### src/dprm_defs.vh
// register map, field positions, reset values and limits of the dpll
// realignment and measurement block
// assumes an 8-bit register port and a 100 MHz system clock
`ifndef DPRM_DEFS_VH
`define DPRM_DEFS_VH

// register addresses
`define DPRM_ADDR_FSC3      8'h00
`define DPRM_ADDR_MC11      8'h01
`define DPRM_ADDR_PLC1      8'h02
`define DPRM_ADDR_MC4       8'h03
`define DPRM_ADDR_OFS_LO    8'h04
`define DPRM_ADDR_OFS_HI    8'h05
`define DPRM_ADDR_BW        8'h06
`define DPRM_ADDR_ICFG      8'h07
`define DPRM_ADDR_ILIM      8'h08
`define DPRM_ADDR_FRQ1      8'h10
`define DPRM_ADDR_FRQ2      8'h11
`define DPRM_ADDR_FRQ3      8'h12
`define DPRM_ADDR_PHS1      8'h13
`define DPRM_ADDR_PHS2      8'h14
`define DPRM_ADDR_STAT      8'h15

// field positions
`define DPRM_BIT_REALIGN    0
`define DPRM_BIT_LOOPSEL    0
`define DPRM_BIT_CMPEN      0

// locking modes of a reference input
`define DPRM_MODE_DIRECT    2'h0
`define DPRM_MODE_EDGE8K    2'h1
`define DPRM_MODE_BY_N      2'h2

// reset values
`define DPRM_RST_BW         8'h0A
`define DPRM_RST_ILIM       8'h20

// limits
`define DPRM_BW_PRI_MAX     5'h11
`define DPRM_BW_SEC_MAX     2'h2
`define DPRM_OFS_MAX        17'sh08235
`define DPRM_FRQ_MAX        24'sh03FA94
`define DPRM_FRQ_MIN        24'shFC056C
`define DPRM_NUM_INPUTS     14

// phase averaging: 2*pi*100 Hz / 100 MHz is close to 2^-17
`define DPRM_PHS_SHIFT      17

`endif

### src/dprm_core.v
// realignment sequencer, loop readout select, reference compare setup
// assumes loop values and monitor counts come from logic on clk
`timescale 1ns/1ps
`default_nettype none
`include "dprm_defs.vh"
module dprm_core #(
	parameter NIN       = `DPRM_NUM_INPUTS,
	parameter RAMP_STEP = 16,
	parameter DIV_CYC   = 8
) (
	input  wire                 clk,
	input  wire                 reset_n,
	input  wire [7:0]           addr,
	input  wire [7:0]           wdata,
	input  wire                 wstrobe,
	input  wire                 rstrobe,
	output reg  [7:0]           rdata,
	input  wire signed [23:0]   primary_integral,
	input  wire signed [23:0]   secondary_integral,
	input  wire signed [15:0]   primary_pd_error,
	input  wire signed [15:0]   secondary_pd_error,
	input  wire signed [15:0]   primary_ref_phase,
	input  wire signed [15:0]   secondary_ref_phase,
	input  wire [3:0]           secondary_auto_select,
	input  wire [NIN*8-1:0]     input_loop_frequency_readout_offset,
	output reg                  mini_holdover,
	output reg                  divider_reset,
	output reg signed [16:0]    applied_offset,
	output reg                  secondary_path_disable,
	output reg  [3:0]           secondary_select,
	output reg                  copy_divide,
	output reg                  copy_by_n,
	output reg  [1:0]           primary_lock_mode,
	output reg  [4:0]           primary_bandwidth,
	output reg  [1:0]           secondary_bandwidth,
	output reg  [NIN-1:0]       input_invalid
);
	// sequencer states
	localparam ST_IDLE  = 3'd0;
	localparam ST_ENTER = 3'd1;
	localparam ST_RZERO = 3'd2;
	localparam ST_RDIV  = 3'd3;
	localparam ST_RBACK = 3'd4;
	localparam ST_EXIT  = 3'd5;
	localparam signed [16:0] RAMP_W = RAMP_STEP[16:0]; // ramp step at offset width

	// software registers
	reg               realign_request;
	reg               readout_loop_select;
	reg               reference_compare_enable;
	reg  [3:0]        secondary_ref_force_select;
	reg  [15:0]       offset_reg;
	reg  [7:0]        bw_reg;
	reg  [7:0]        input_config;
	reg  [7:0]        input_loop_frequency_readout_limit;

	// sequencer
	reg  [2:0]        state;
	reg  [2:0]        next_state;
	reg  [7:0]        div_cnt;
	reg  signed [16:0] next_offset;

	// readout
	reg  signed [23:0] frq_live;
	reg  signed [23:0] frq_snap;
	reg  signed [15:0] phs_snap;
	wire signed [15:0] sec_phase_src;
	wire signed [15:0] pri_phase_avg;
	wire signed [15:0] sec_phase_avg;
	wire signed [15:0] phs_live;
	wire signed [16:0] ofs_target;
	wire               offset_write;

	// compare the magnitude of a signed byte with the limit
	function over_limit;
		input [7:0] value;
		input [7:0] limit;
		begin
			over_limit = ((value[7] ? (~value + 8'h01) : value) > limit);
		end
	endfunction

	// clamp programmed offset to +/-200 ns in 6 ps steps
	function signed [16:0] clamp_ofs;
		input [15:0] raw;
		reg signed [16:0] ext;
		begin
			ext = {raw[15], raw};
			if (ext > `DPRM_OFS_MAX)
				clamp_ofs = `DPRM_OFS_MAX;
			else if (ext < -`DPRM_OFS_MAX)
				clamp_ofs = -`DPRM_OFS_MAX;
			else
				clamp_ofs = ext;
		end
	endfunction

	assign ofs_target   = clamp_ofs(offset_reg);
	assign offset_write = wstrobe &&
		((addr == `DPRM_ADDR_OFS_LO) || (addr == `DPRM_ADDR_OFS_HI));

	// register writes; realign bit clears itself when the sequence ends
	always @(posedge clk) begin
		if (!reset_n) begin
			realign_request            <= 1'b0;
			readout_loop_select        <= 1'b0;
			reference_compare_enable   <= 1'b0;
			secondary_ref_force_select <= 4'h0;
			offset_reg                 <= 16'h0000;
			bw_reg                     <= `DPRM_RST_BW;
			input_config               <= 8'h00;
			input_loop_frequency_readout_limit           <= `DPRM_RST_ILIM;
		end else begin
			if (wstrobe && addr == `DPRM_ADDR_FSC3 && wdata[`DPRM_BIT_REALIGN])
				realign_request <= 1'b1;
			else if (state == ST_EXIT)
				realign_request <= 1'b0;
			if (wstrobe) begin
				if (addr == `DPRM_ADDR_MC11)
					readout_loop_select <= wdata[`DPRM_BIT_LOOPSEL];
				else if (addr == `DPRM_ADDR_PLC1)
					reference_compare_enable <= wdata[`DPRM_BIT_CMPEN];
				else if (addr == `DPRM_ADDR_MC4)
					secondary_ref_force_select <= wdata[3:0];
				else if (addr == `DPRM_ADDR_OFS_LO)
					offset_reg[7:0] <= wdata;
				else if (addr == `DPRM_ADDR_OFS_HI)
					offset_reg[15:8] <= wdata;
				else if (addr == `DPRM_ADDR_BW)
					bw_reg <= wdata;
				else if (addr == `DPRM_ADDR_ICFG)
					input_config <= wdata;
				else if (addr == `DPRM_ADDR_ILIM)
					input_loop_frequency_readout_limit <= wdata;
			end
		end
	end

	// realignment sequence next state
	always @* begin
		next_state = state;
		case (state)
			ST_IDLE: begin
				if (realign_request)
					next_state = ST_ENTER;
			end
			ST_ENTER: begin
				next_state = ST_RZERO;
			end
			ST_RZERO: begin
				if (applied_offset == 17'sd0)
					next_state = ST_RDIV;
			end
			ST_RDIV: begin
				if (div_cnt == 8'h00)
					next_state = ST_RBACK;
			end
			ST_RBACK: begin
				if (applied_offset == ofs_target && !offset_write)
					next_state = ST_EXIT;
			end
			ST_EXIT: begin
				next_state = ST_IDLE;
			end
			default: begin
				next_state = ST_IDLE;
			end
		endcase
	end

	// ramp one step toward the current goal
	always @* begin
		next_offset = applied_offset;
		if (state == ST_RZERO) begin
			if (applied_offset > RAMP_W)
				next_offset = applied_offset - RAMP_W;
			else if (applied_offset < -RAMP_W)
				next_offset = applied_offset + RAMP_W;
			else
				next_offset = 17'sd0;
		end else begin
			// idle and ramp back both step toward newest offset, RAMP_STEP per clock
			if (ofs_target > applied_offset + RAMP_W)
				next_offset = applied_offset + RAMP_W;
			else if (ofs_target < applied_offset - RAMP_W)
				next_offset = applied_offset - RAMP_W;
			else
				next_offset = ofs_target;
			if (state == ST_ENTER || state == ST_RDIV || state == ST_EXIT)
				next_offset = applied_offset;
		end
	end

	// sequencer registers and its outputs
	always @(posedge clk) begin
		if (!reset_n) begin
			state          <= ST_IDLE;
			div_cnt        <= 8'h00;
			applied_offset <= 17'sd0;
			mini_holdover  <= 1'b0;
			divider_reset  <= 1'b0;
		end else begin
			state          <= next_state;
			applied_offset <= next_offset;
			if (next_state == ST_RDIV && state != ST_RDIV)
				div_cnt <= DIV_CYC[7:0] - 8'h01;
			else if (div_cnt != 8'h00)
				div_cnt <= div_cnt - 8'h01;
			mini_holdover <= (next_state != ST_IDLE) &&
				(next_state != ST_EXIT);
			divider_reset <= (next_state == ST_RDIV);
		end
	end

	// secondary phase source: detector error, or reference against reference
	assign sec_phase_src = reference_compare_enable ?
		(primary_ref_phase - secondary_ref_phase) : secondary_pd_error;

	// phase averaging, one filter per loop
	dprm_avg_filter #(
		.WIDTH (16),
		.SHIFT (`DPRM_PHS_SHIFT)
	) u_pri_filt (
		.clk     (clk),
		.reset_n (reset_n),
		.sample  (primary_pd_error),
		.average (pri_phase_avg)
	);
	dprm_avg_filter #(
		.WIDTH (16),
		.SHIFT (`DPRM_PHS_SHIFT)
	) u_sec_filt (
		.clk     (clk),
		.reset_n (reset_n),
		.sample  (sec_phase_src),
		.average (sec_phase_avg)
	);

	// loop select for both readouts
	assign phs_live = readout_loop_select ? sec_phase_avg : pri_phase_avg;

	// frequency readout from the integral path, clamped to +/-80 ppm
	always @* begin
		frq_live = readout_loop_select ? secondary_integral : primary_integral;
		if (frq_live > `DPRM_FRQ_MAX)
			frq_live = `DPRM_FRQ_MAX;
		else if (frq_live < `DPRM_FRQ_MIN)
			frq_live = `DPRM_FRQ_MIN;
	end

	// loop configuration outputs
	always @(posedge clk) begin
		if (!reset_n) begin
			secondary_path_disable <= 1'b0;
			secondary_select       <= 4'h0;
			copy_divide            <= 1'b0;
			copy_by_n              <= 1'b0;
			primary_lock_mode      <= `DPRM_MODE_DIRECT;
			primary_bandwidth      <= 5'h00;
			secondary_bandwidth    <= 2'h0;
		end else begin
			secondary_path_disable <= reference_compare_enable;
			// nonzero force value overrides automatic choice
			secondary_select <= (secondary_ref_force_select != 4'h0) ?
				secondary_ref_force_select : secondary_auto_select;
			copy_divide <= reference_compare_enable &&
				(input_config[3:2] != `DPRM_MODE_DIRECT);
			copy_by_n <= (input_config[1:0] == `DPRM_MODE_BY_N);
			primary_lock_mode <= input_config[1:0];
			primary_bandwidth <= (bw_reg[4:0] > `DPRM_BW_PRI_MAX) ?
				`DPRM_BW_PRI_MAX : bw_reg[4:0];
			secondary_bandwidth <= (bw_reg[6:5] > `DPRM_BW_SEC_MAX) ?
				`DPRM_BW_SEC_MAX : bw_reg[6:5];
		end
	end

	// per-input validity against the programmed limit
	genvar gi;
	generate
		for (gi = 0; gi < NIN; gi = gi + 1) begin : g_mon
			always @(posedge clk) begin
				if (!reset_n)
					input_invalid[gi] <= 1'b0;
				else
					input_invalid[gi] <= over_limit(input_loop_frequency_readout_offset[gi*8+7:gi*8],
						input_loop_frequency_readout_limit);
			end
		end
	endgenerate

	// readout snapshots taken when the first byte is read
	always @(posedge clk) begin
		if (!reset_n) begin
			frq_snap <= 24'sh000000;
			phs_snap <= 16'sh0000;
		end else begin
			if (rstrobe && addr == `DPRM_ADDR_FRQ1)
				frq_snap <= frq_live;
			if (rstrobe && addr == `DPRM_ADDR_PHS1)
				phs_snap <= phs_live;
		end
	end

	// read data, one cycle after the read strobe, zero otherwise
	always @(posedge clk) begin
		if (!reset_n || !rstrobe)
			rdata <= 8'h00;
		else if (addr == `DPRM_ADDR_FSC3)
			rdata <= {7'h00, realign_request};
		else if (addr == `DPRM_ADDR_MC11)
			rdata <= {7'h00, readout_loop_select};
		else if (addr == `DPRM_ADDR_PLC1)
			rdata <= {7'h00, reference_compare_enable};
		else if (addr == `DPRM_ADDR_MC4)
			rdata <= {4'h0, secondary_ref_force_select};
		else if (addr == `DPRM_ADDR_OFS_LO)
			rdata <= offset_reg[7:0];
		else if (addr == `DPRM_ADDR_OFS_HI)
			rdata <= offset_reg[15:8];
		else if (addr == `DPRM_ADDR_BW)
			rdata <= bw_reg;
		else if (addr == `DPRM_ADDR_ICFG)
			rdata <= input_config;
		else if (addr == `DPRM_ADDR_ILIM)
			rdata <= input_loop_frequency_readout_limit;
		else if (addr == `DPRM_ADDR_FRQ1)
			rdata <= frq_live[7:0];
		else if (addr == `DPRM_ADDR_FRQ2)
			rdata <= frq_snap[15:8];
		else if (addr == `DPRM_ADDR_FRQ3)
			rdata <= frq_snap[23:16];
		else if (addr == `DPRM_ADDR_PHS1)
			rdata <= phs_live[7:0];
		else if (addr == `DPRM_ADDR_PHS2)
			rdata <= phs_snap[15:8];
		else if (addr == `DPRM_ADDR_STAT)
			rdata <= {4'h0, copy_by_n, copy_divide,
				mini_holdover, realign_request};
		else
			rdata <= 8'h00;
	end
endmodule
`default_nettype wire

### src/dprm_avg_filter.v
// first-order low-pass averaging filter for the phase readout
// assumes input samples arrive every clock on the same clock domain
`timescale 1ns/1ps
`default_nettype none
module dprm_avg_filter #(
	parameter WIDTH = 16,
	parameter SHIFT = 17
) (
	input  wire                    clk,
	input  wire                    reset_n,
	input  wire signed [WIDTH-1:0] sample,
	output wire signed [WIDTH-1:0] average
);
	localparam AW = WIDTH + SHIFT;

	reg  signed [AW-1:0] acc;
	wire signed [AW-1:0] sample_ext;
	wire signed [AW-1:0] next_acc;

	// sample scaled to accumulator precision
	assign sample_ext = {sample, {SHIFT{1'b0}}};
	// acc += (x - y) / 2^shift, a single pole near 100 Hz
	assign next_acc = acc + ((sample_ext - acc) >>> SHIFT);

	// accumulator register
	always @(posedge clk) begin
		if (!reset_n) begin
			acc <= {AW{1'b0}};
		end else begin
			acc <= next_acc;
		end
	end

	assign average = acc[AW-1:SHIFT];
endmodule
`default_nettype wire

### config.mk
export PLATFORM = sky130hd
export DESIGN_NAME = dprm_core
export DESIGN_NICKNAME = d
export VERILOG_FILES = /design/src/dprm_core.v /design/src/dprm_avg_filter.v
export VERILOG_INCLUDE_DIRS = /design/src
export SDC_FILE = /design/constraint.sdc
export NUM_CORES = 1
export LEC_CHECK = 0
export ABC_AREA = 1
export BUFFER_PORTS_ARGS = -buffer_cell sky130_fd_sc_hd__buf_2
export CORE_AREA = 5 5 191 193
export DETAILED_ROUTE_END_ITERATION = 8
export DIE_AREA = 0 0 196 198
export PLACE_DENSITY = 0.93
export SYNTH_ARGS = -nofsm -noshare
export SYNTH_HDL_FRONTEND = slang
export SYNTH_SLANG_ARGS = --single-unit
### constraint.sdc
create_clock -name clk -period 7.6 [get_ports clk]
set_clock_uncertainty 0.15 [all_clocks]
set_input_delay 0.76 -clock clk [delete_from_list [all_inputs] [get_ports clk]]
set_output_delay 0.76 -clock clk [all_outputs]
set_load 0.05 [all_outputs]
==> flow_summary.ini, run 1 <==
[status]
status = completed

[synth]
ys.flop_type = dfxtp_1
synth_area_leaders = dfxtp_1 20%, ha_1 17%, nand2_1 12%
synth_seq_cells = 205
synth_top_cell_by_area = dfxtp_1
ys_types = 61
async_reset_ff_frac = 0
synth_top_area_frac = 0.2038
syn-cell-area_um2 = 20140
ys_warn_count = 0
synth_edf_count = 0
synth_fp_nets = 3612
synth-seq-area-share = 0.2038
synth_cells = 3088
synth_area_per_cell_um2 = 6.521

[setup_path]
critPathMaxStageDelay_ps = 520
cp_max_fo = 19
path_delay_family = compound AO/OA/AOI/OAI gates
crit_path_end_kind = register
critPathArrivalTime_ps = 6590
path_buf_inv = 9
worstSetupStartpointType = primary input
worst_ep_required_time_ps = 7850
crit_slowest_cell = inv_1
path_class = in -> reg

[floorplan]
dieArea_um2 = 38810
core_area_um2 = 34370
die_w_um = 196
fp.dieH_um = 198
rows = 68
ioPinCount = 305
start_util = 0.5858

[clock_tree]
cts-root-buf = clkbuf_16
clock_path_buffers = 3
cts.htree.levels = 1
ctsResizeCount = 0
cts_hold_buf = 0
cts_sinks = 205
cts_tree = yes
numCtsBuffers = 24
clk_pin_slew_worst_paths_ps = 70
clk_latency_ps = 530
cts_setup_buffers = 0

[global_route]
grt_pass1_vias = 20610
grt_pass1_wl_um = 99240
grt_max_degree = 96
antenna_found_initial = 3
overflow = 0
grtUsageTotal = 0.3053

[power]
p_leak_nw = 11.36
vdd_drop_max_v = 0.0001919
powerDensity_nw_per_um2 = 350.5

[sta]
tns_ps = 0
finalHoldViolCount = 0
fmax_mhz = 157.7
setup_violations = 0
slew_headroom = 0.2953
rsz0062_at_grt = no
period_share = 0.8343
timing_worst_slew_pin_value_ps = 1057
slew_violations = 0
fin_crit_ps = 6341

[routing]
avgViaCountPerCell = 5.787
wl_per_cell_um = 16.51
firstDrtPassIters = 6
via_count = 22100
wirelength_um = 63050
drc = 0
drt-initial-drc-count = 2030
drtAntennaViolNets = 0

[layout]
final_area_um2 = 22820
area_growth_pct = 13.34
fill_cells = 3016
nNetsFinal = 3871
reg_top3 = u_pri_filt.acc x33, u_sec_filt.acc x33, applied_offset x17
drive_gt1_frac = 0.1222

[placement]
hpwl_um = 49460
placed_cell_area_um2 = 21930
place.gp.congestion = 1.012
numPortBuffers = 304

[job]
drv_cap = 0

[min_path]
hold_class = reg -> reg
## metal layers
layer | global-route usage | vias to the layer above | part of all wire | wire length, µm
met5 | 0 | - | 0.00044 | 28
met4 | 0.1464 | 4 | 0.051 | 3234
met3 | 0.06194 | 235 | 0.097 | 6129
met2 | 0.5173 | 1122 | 0.45 | 28610
met1 | 0.3721 | 9808 | 0.40 | 25040
li1 | - | 10930 | - | -
## Yosys cell counts (13+ instances only)
| master | count |
|---|---|
| o21ai_0 | 231 |
| o21a_1 | 21 |
| xor2_1 | 86 |
| nor4_1 | 29 |
| nand4_1 | 47 |
| nor2_1 | 330 |
| ha_1 | 273 |
| o211ai_1 | 13 |
| nor3_1 | 42 |
| a211oi_1 | 27 |
| a31oi_1 | 30 |
| nand3_1 | 93 |
| nand2_1 | 625 |
| xnor2_1 | 41 |
| a21oi_1 | 325 |
| buf_2 | 14 |
| o31ai_1 | 20 |
| dfxtp_1 | 205 |
| clkbuf_1 | 50 |
| inv_1 | 411 |
| o21bai_1 | 15 |
## cell type report
| type | instances | area, µm² | share of cell area |
|---|---|---|---|
| timing repair buffer | 309 | 1562 | 0.06842 |
| antenna | 1 | 2.502 | 0.0001096 |
| clock inverter | 11 | 216.5 | 0.009484 |
| inverter | 426 | 1602 | 0.07017 |
| tap | 455 | 569.3 | 0.02494 |
| multi-input combinational | 2381 | 14090 | 0.6173 |
| sequential | 205 | 4105 | 0.1799 |
| clock buffer | 31 | 678.2 | 0.02971 |
## worst reg2reg max path, cell delays in order (launching register included)
cell	delay, ps
dfxtp_1	760
inv_1	500
nand2_1	140
o21ai_0	150
ha_1	470
nand2_1	70
o21ai_0	340
inv_1	70
o21ai_0	180
nand2_1	70
nand3_1	120
xor2_1	190
inv_1	50
nand2_1	80
nand2_1	60
inv_1	520
ha_1	410
a21o_1	190
a21oi_1	210
o21ai_0	150
a221oi_1	350
nand2_1	90
nand2_1	60
nand2_1	60
inv_1	50
nand3_1	70
nand2_1	70
nor2_1	30
## stage by stage
stage          std cells  utilization  power [mW]  setup WS [ps]  hold WS [ps]
2_1_floorplan       3088            -       5.342           1720         274.0
3_3_place_gp        3776       0.6379       6.409          930.9         289.7
3_5_place_dp        3776       0.6379       6.520          808.6         294.1
4_1_cts             3818       0.6639       7.890           1345         304.5
5_1_grt             3818       0.6639       8.720          592.7         330.8
6_report            3819       0.6640       8.001           1259         306.9
## final timing paths
kind | cells after the start | end | slack (ps) | start
max | 38 | u_sec_filt.acc[32] | 1260 | primary_ref_phase[0]
min reg2reg | 2 | phs_snap[15] | 310 | phs_snap[15]
min | 2 | phs_snap[15] | 310 | phs_snap[15]
max reg2reg | 27 | u_sec_filt.acc[32] | 1800 | reference_compare_enable
## power breakdown
group | total, mW | internal, mW | switching, mW
combinational | 5.12 | 1.76 | 3.36
sequential | 1.55 | 1.31 | 0.239
clock | 1.34 | 0.833 | 0.504
## cell usage in the layout, fill, tap and decap left out, types with 6 or more instances in the layout
cell type,instances
o21a_1,21
a311oi_1,12
dfxtp_1,204
inv_1,411
or2_2,10
o211ai_1,13
nand2_1,625
nor3_1,42
nor2_1,330
xor2_1,86
nand3_1,93
o31ai_1,20
clkbuf_16,25
ha_1,273
a2111oi_0,6
a31oi_1,30
a21o_1,10
o21ai_1,12
xnor2_1,41
nand4_1,47
nor2_2,9
bufinv_16,6
o22ai_1,8
buf_2,303
nor4_1,29
o21bai_1,15
buf_4,6
o21ai_0,231
a211oi_1,27
a21oi_1,325
inv_2,12
a221oi_1,7
## cell families (layout without fill, tap and decap cells)
kind of cell / after synthesis / in the layout / share of synthesized area
simple gates: 1214 / 1214 / 0.2548
compound gates: 764 / 764 / 0.2170
buf+inv: 502 / 777 / 0.09656
fa+ha+maj: 276 / 276 / 0.1726
flops: 205 / 205 / 0.2038
xor+xnor: 127 / 127 / 0.05524
other cells: 0 / 1 / 0
(Power assumes the default switching activity.)
==> run 2: changes to the inputs <==
- CORE_AREA: 5 5 191 193 -> 5 5 200 202
- DIE_AREA: 0 0 196 198 -> 0 0 205 207
- PLACE_DENSITY: 0.93 -> 0.89
- clock period: 7.6 -> 5.67 ns (I/O delays scaled with it)
==> flow_summary.ini, run 2 (synthesis gave the netlist of run 1 again) <==
[status]
status = completed

[floorplan]
ioPinCount = 305
core_area_um2 = 38110
rows = 72
start_util = 0.5284
dieArea_um2 = 42440
die_w_um = 205
fp.dieH_um = 207

[sta]
timing_worst_slew_pin_value_ps = 1005
setup_violations = 0
fin_crit_ps = 5273
finalHoldViolCount = 0
slew_headroom = 0.3290
fmax_mhz = 189.7
slew_violations = 0
period_share = 0.9299

[setup_path]
crit_path_end_kind = register
r2r_end = u_sec_filt.acc[22]
worst_ep_required_time_ps = 5950
worstSetupStartpointType = primary input
cp_max_fo = 19
ff2ff_path_depth = 23
reg2reg_from = reference_compare_enable
critPathArrivalTime_ps = 5550
regToRegSetupSlack_ps = 660
critPathMaxStageDelay_ps = 350
path_class = in -> reg
crit_slowest_cell = fa_2
critical_path.most_common_cell = a21oi_1

[layout]
layout_common_cells = 624 x nand2_1, 410 x inv_1, 328 x nor2_1, 320 x a21oi_1, 303 x buf_2
drive_gt1_frac = 0.1514
nNetsFinal = 3948
final_common_cell = nand2_1
stdcell_count = 3966
seq_area_um2 = 4105
fill_cells = 3385
area_growth_pct = 17.70
multiInputGateArea_um2 = 14280
reg_top3 = u_pri_filt.acc x33, u_sec_filt.acc x33, applied_offset x17

[global_route]
grt_pass1_vias = 20620
grtUsageTotal = 0.2864
grt_max_degree = 87
grt_pass1_wl_um = 101700
antenna_found_initial = 8
overflow = 0

[min_path]
holdPathEnd = secondary_select[1]
hold_class = in -> reg
worstHoldStart = secondary_auto_select[1]
hold_depth = 3

[power]
vdd_drop_max_v = 0.0002601
p_leak_nw = 11.74
powerDensity_nw_per_um2 = 487.5
p_total_mw = 11.55

[clock_tree]
clk_latency_ps = 540
cts-root-buf = clkbuf_16
numCtsBuffers = 25
cts_sinks = 205
clk_pin_slew_worst_paths_ps = 70
cts_tree = yes
clock_path_buffers = 3
cts.htree.levels = 1
cts_setup_buffers = 0

[placement]
numPortBuffers = 304
hpwl_um = 50820
dpl.cell_count = 3915
place.gp.congestion = 0.9896

[routing]
wl_met3_um = 5824
wl_per_cell_um = 16.26
drc = 0
firstDrtPassIters = 7
drtAntennaViolNets = 0
via_count = 22480
drt-met1-wl_um = 25870
wirelength_um = 64500
top_layer = met5
routed-wl-met2_um = 29520
avgViaCountPerCell = 5.669
drt-initial-drc-count = 1833

[job]
drv_cap = 0
## run 2: changes by cell type in the layout (fill, tap and decap cells not counted), moves of 3 or more
cell        previous run  this run
o21ai_0              231       224
a21oi_2                0         5
clkinvlp_4             0         5
clkbuf_1               3         0
diode_2                1         6
ha_1                 273       265
ha_4                   0         8
a21oi_1              325       320
buf_4                  6        81
o21ai_1               12        17
## run 2: worst max-delay path by stage
stage                               from                 end  slack, ps  cells after the start
global placement    primary_ref_phase[0]  u_sec_filt.acc[32]       -100                     39
detailed placement  primary_ref_phase[0]  u_sec_filt.acc[32]       -290                     39
floorplan           primary_ref_phase[0]  u_sec_filt.acc[32]         30                     36
global route        primary_ref_phase[0]  u_sec_filt.acc[32]        -20                     38
finish              primary_ref_phase[0]  u_sec_filt.acc[22]        400                     35
CTS                 primary_ref_phase[0]  u_sec_filt.acc[32]        220                     39
## run 2: power by group
| part | internal [mW] | switching, mW |
|---|---|---|
| Sequential | 1.75 | 0.332 |
| Combinational | 2.98 | 4.73 |
| Clock | 1.06 | 0.693 |
| Total | 5.80 | 5.76 |
## run 2: metal layers
metal,global-route usage,vias up
li1,-,11090
met1,0.3598,10100
met2,0.4813,1051
met3,0.04958,227
met4,0.1240,12
met5,0,-
## run 2: what timing repair did
item	CTS	global route
hold buffers	0	0
resized for setup	0	22
endpoints found under the setup margin	0	17
## run 2: worst max-delay path, delay by kind of cell
| family | cells | cell delay [ps] |
|---|---|---|
| fa+ha+maj | 4 | 1230 |
| buf+inv | 7 | 620 |
| simple gates | 5 | 530 |
| compound gates | 17 | 2280 |
| xor+xnor | 2 | 290 |
## run 2: cell type report
cell class              count  area share
inverters                 426     0.06773
flip-flops and latches    205      0.1732
well taps                 518     0.02735
multi-input cells        2381      0.6026
repair buffers            385     0.09049
clock inverters            15    0.008711
diodes                      6   0.0006335
clock buffers              30     0.02930
## run 2: per-stage QoR
stage               cell area [µm²]  setup WS, ps  setup TNS (ps)  utilization  hold slack, ps
floorplan                     20260         29.96               0            -           274.0
global placement              22710        -97.50          -275.4       0.5960           288.0
detailed placement            22710        -285.9           -2435       0.5960           297.6
CTS                           23610         216.6               0       0.6196           112.9
global route                  23690        -17.67          -17.67       0.6216           139.8
finish                        23700         397.3               0       0.6219           118.8
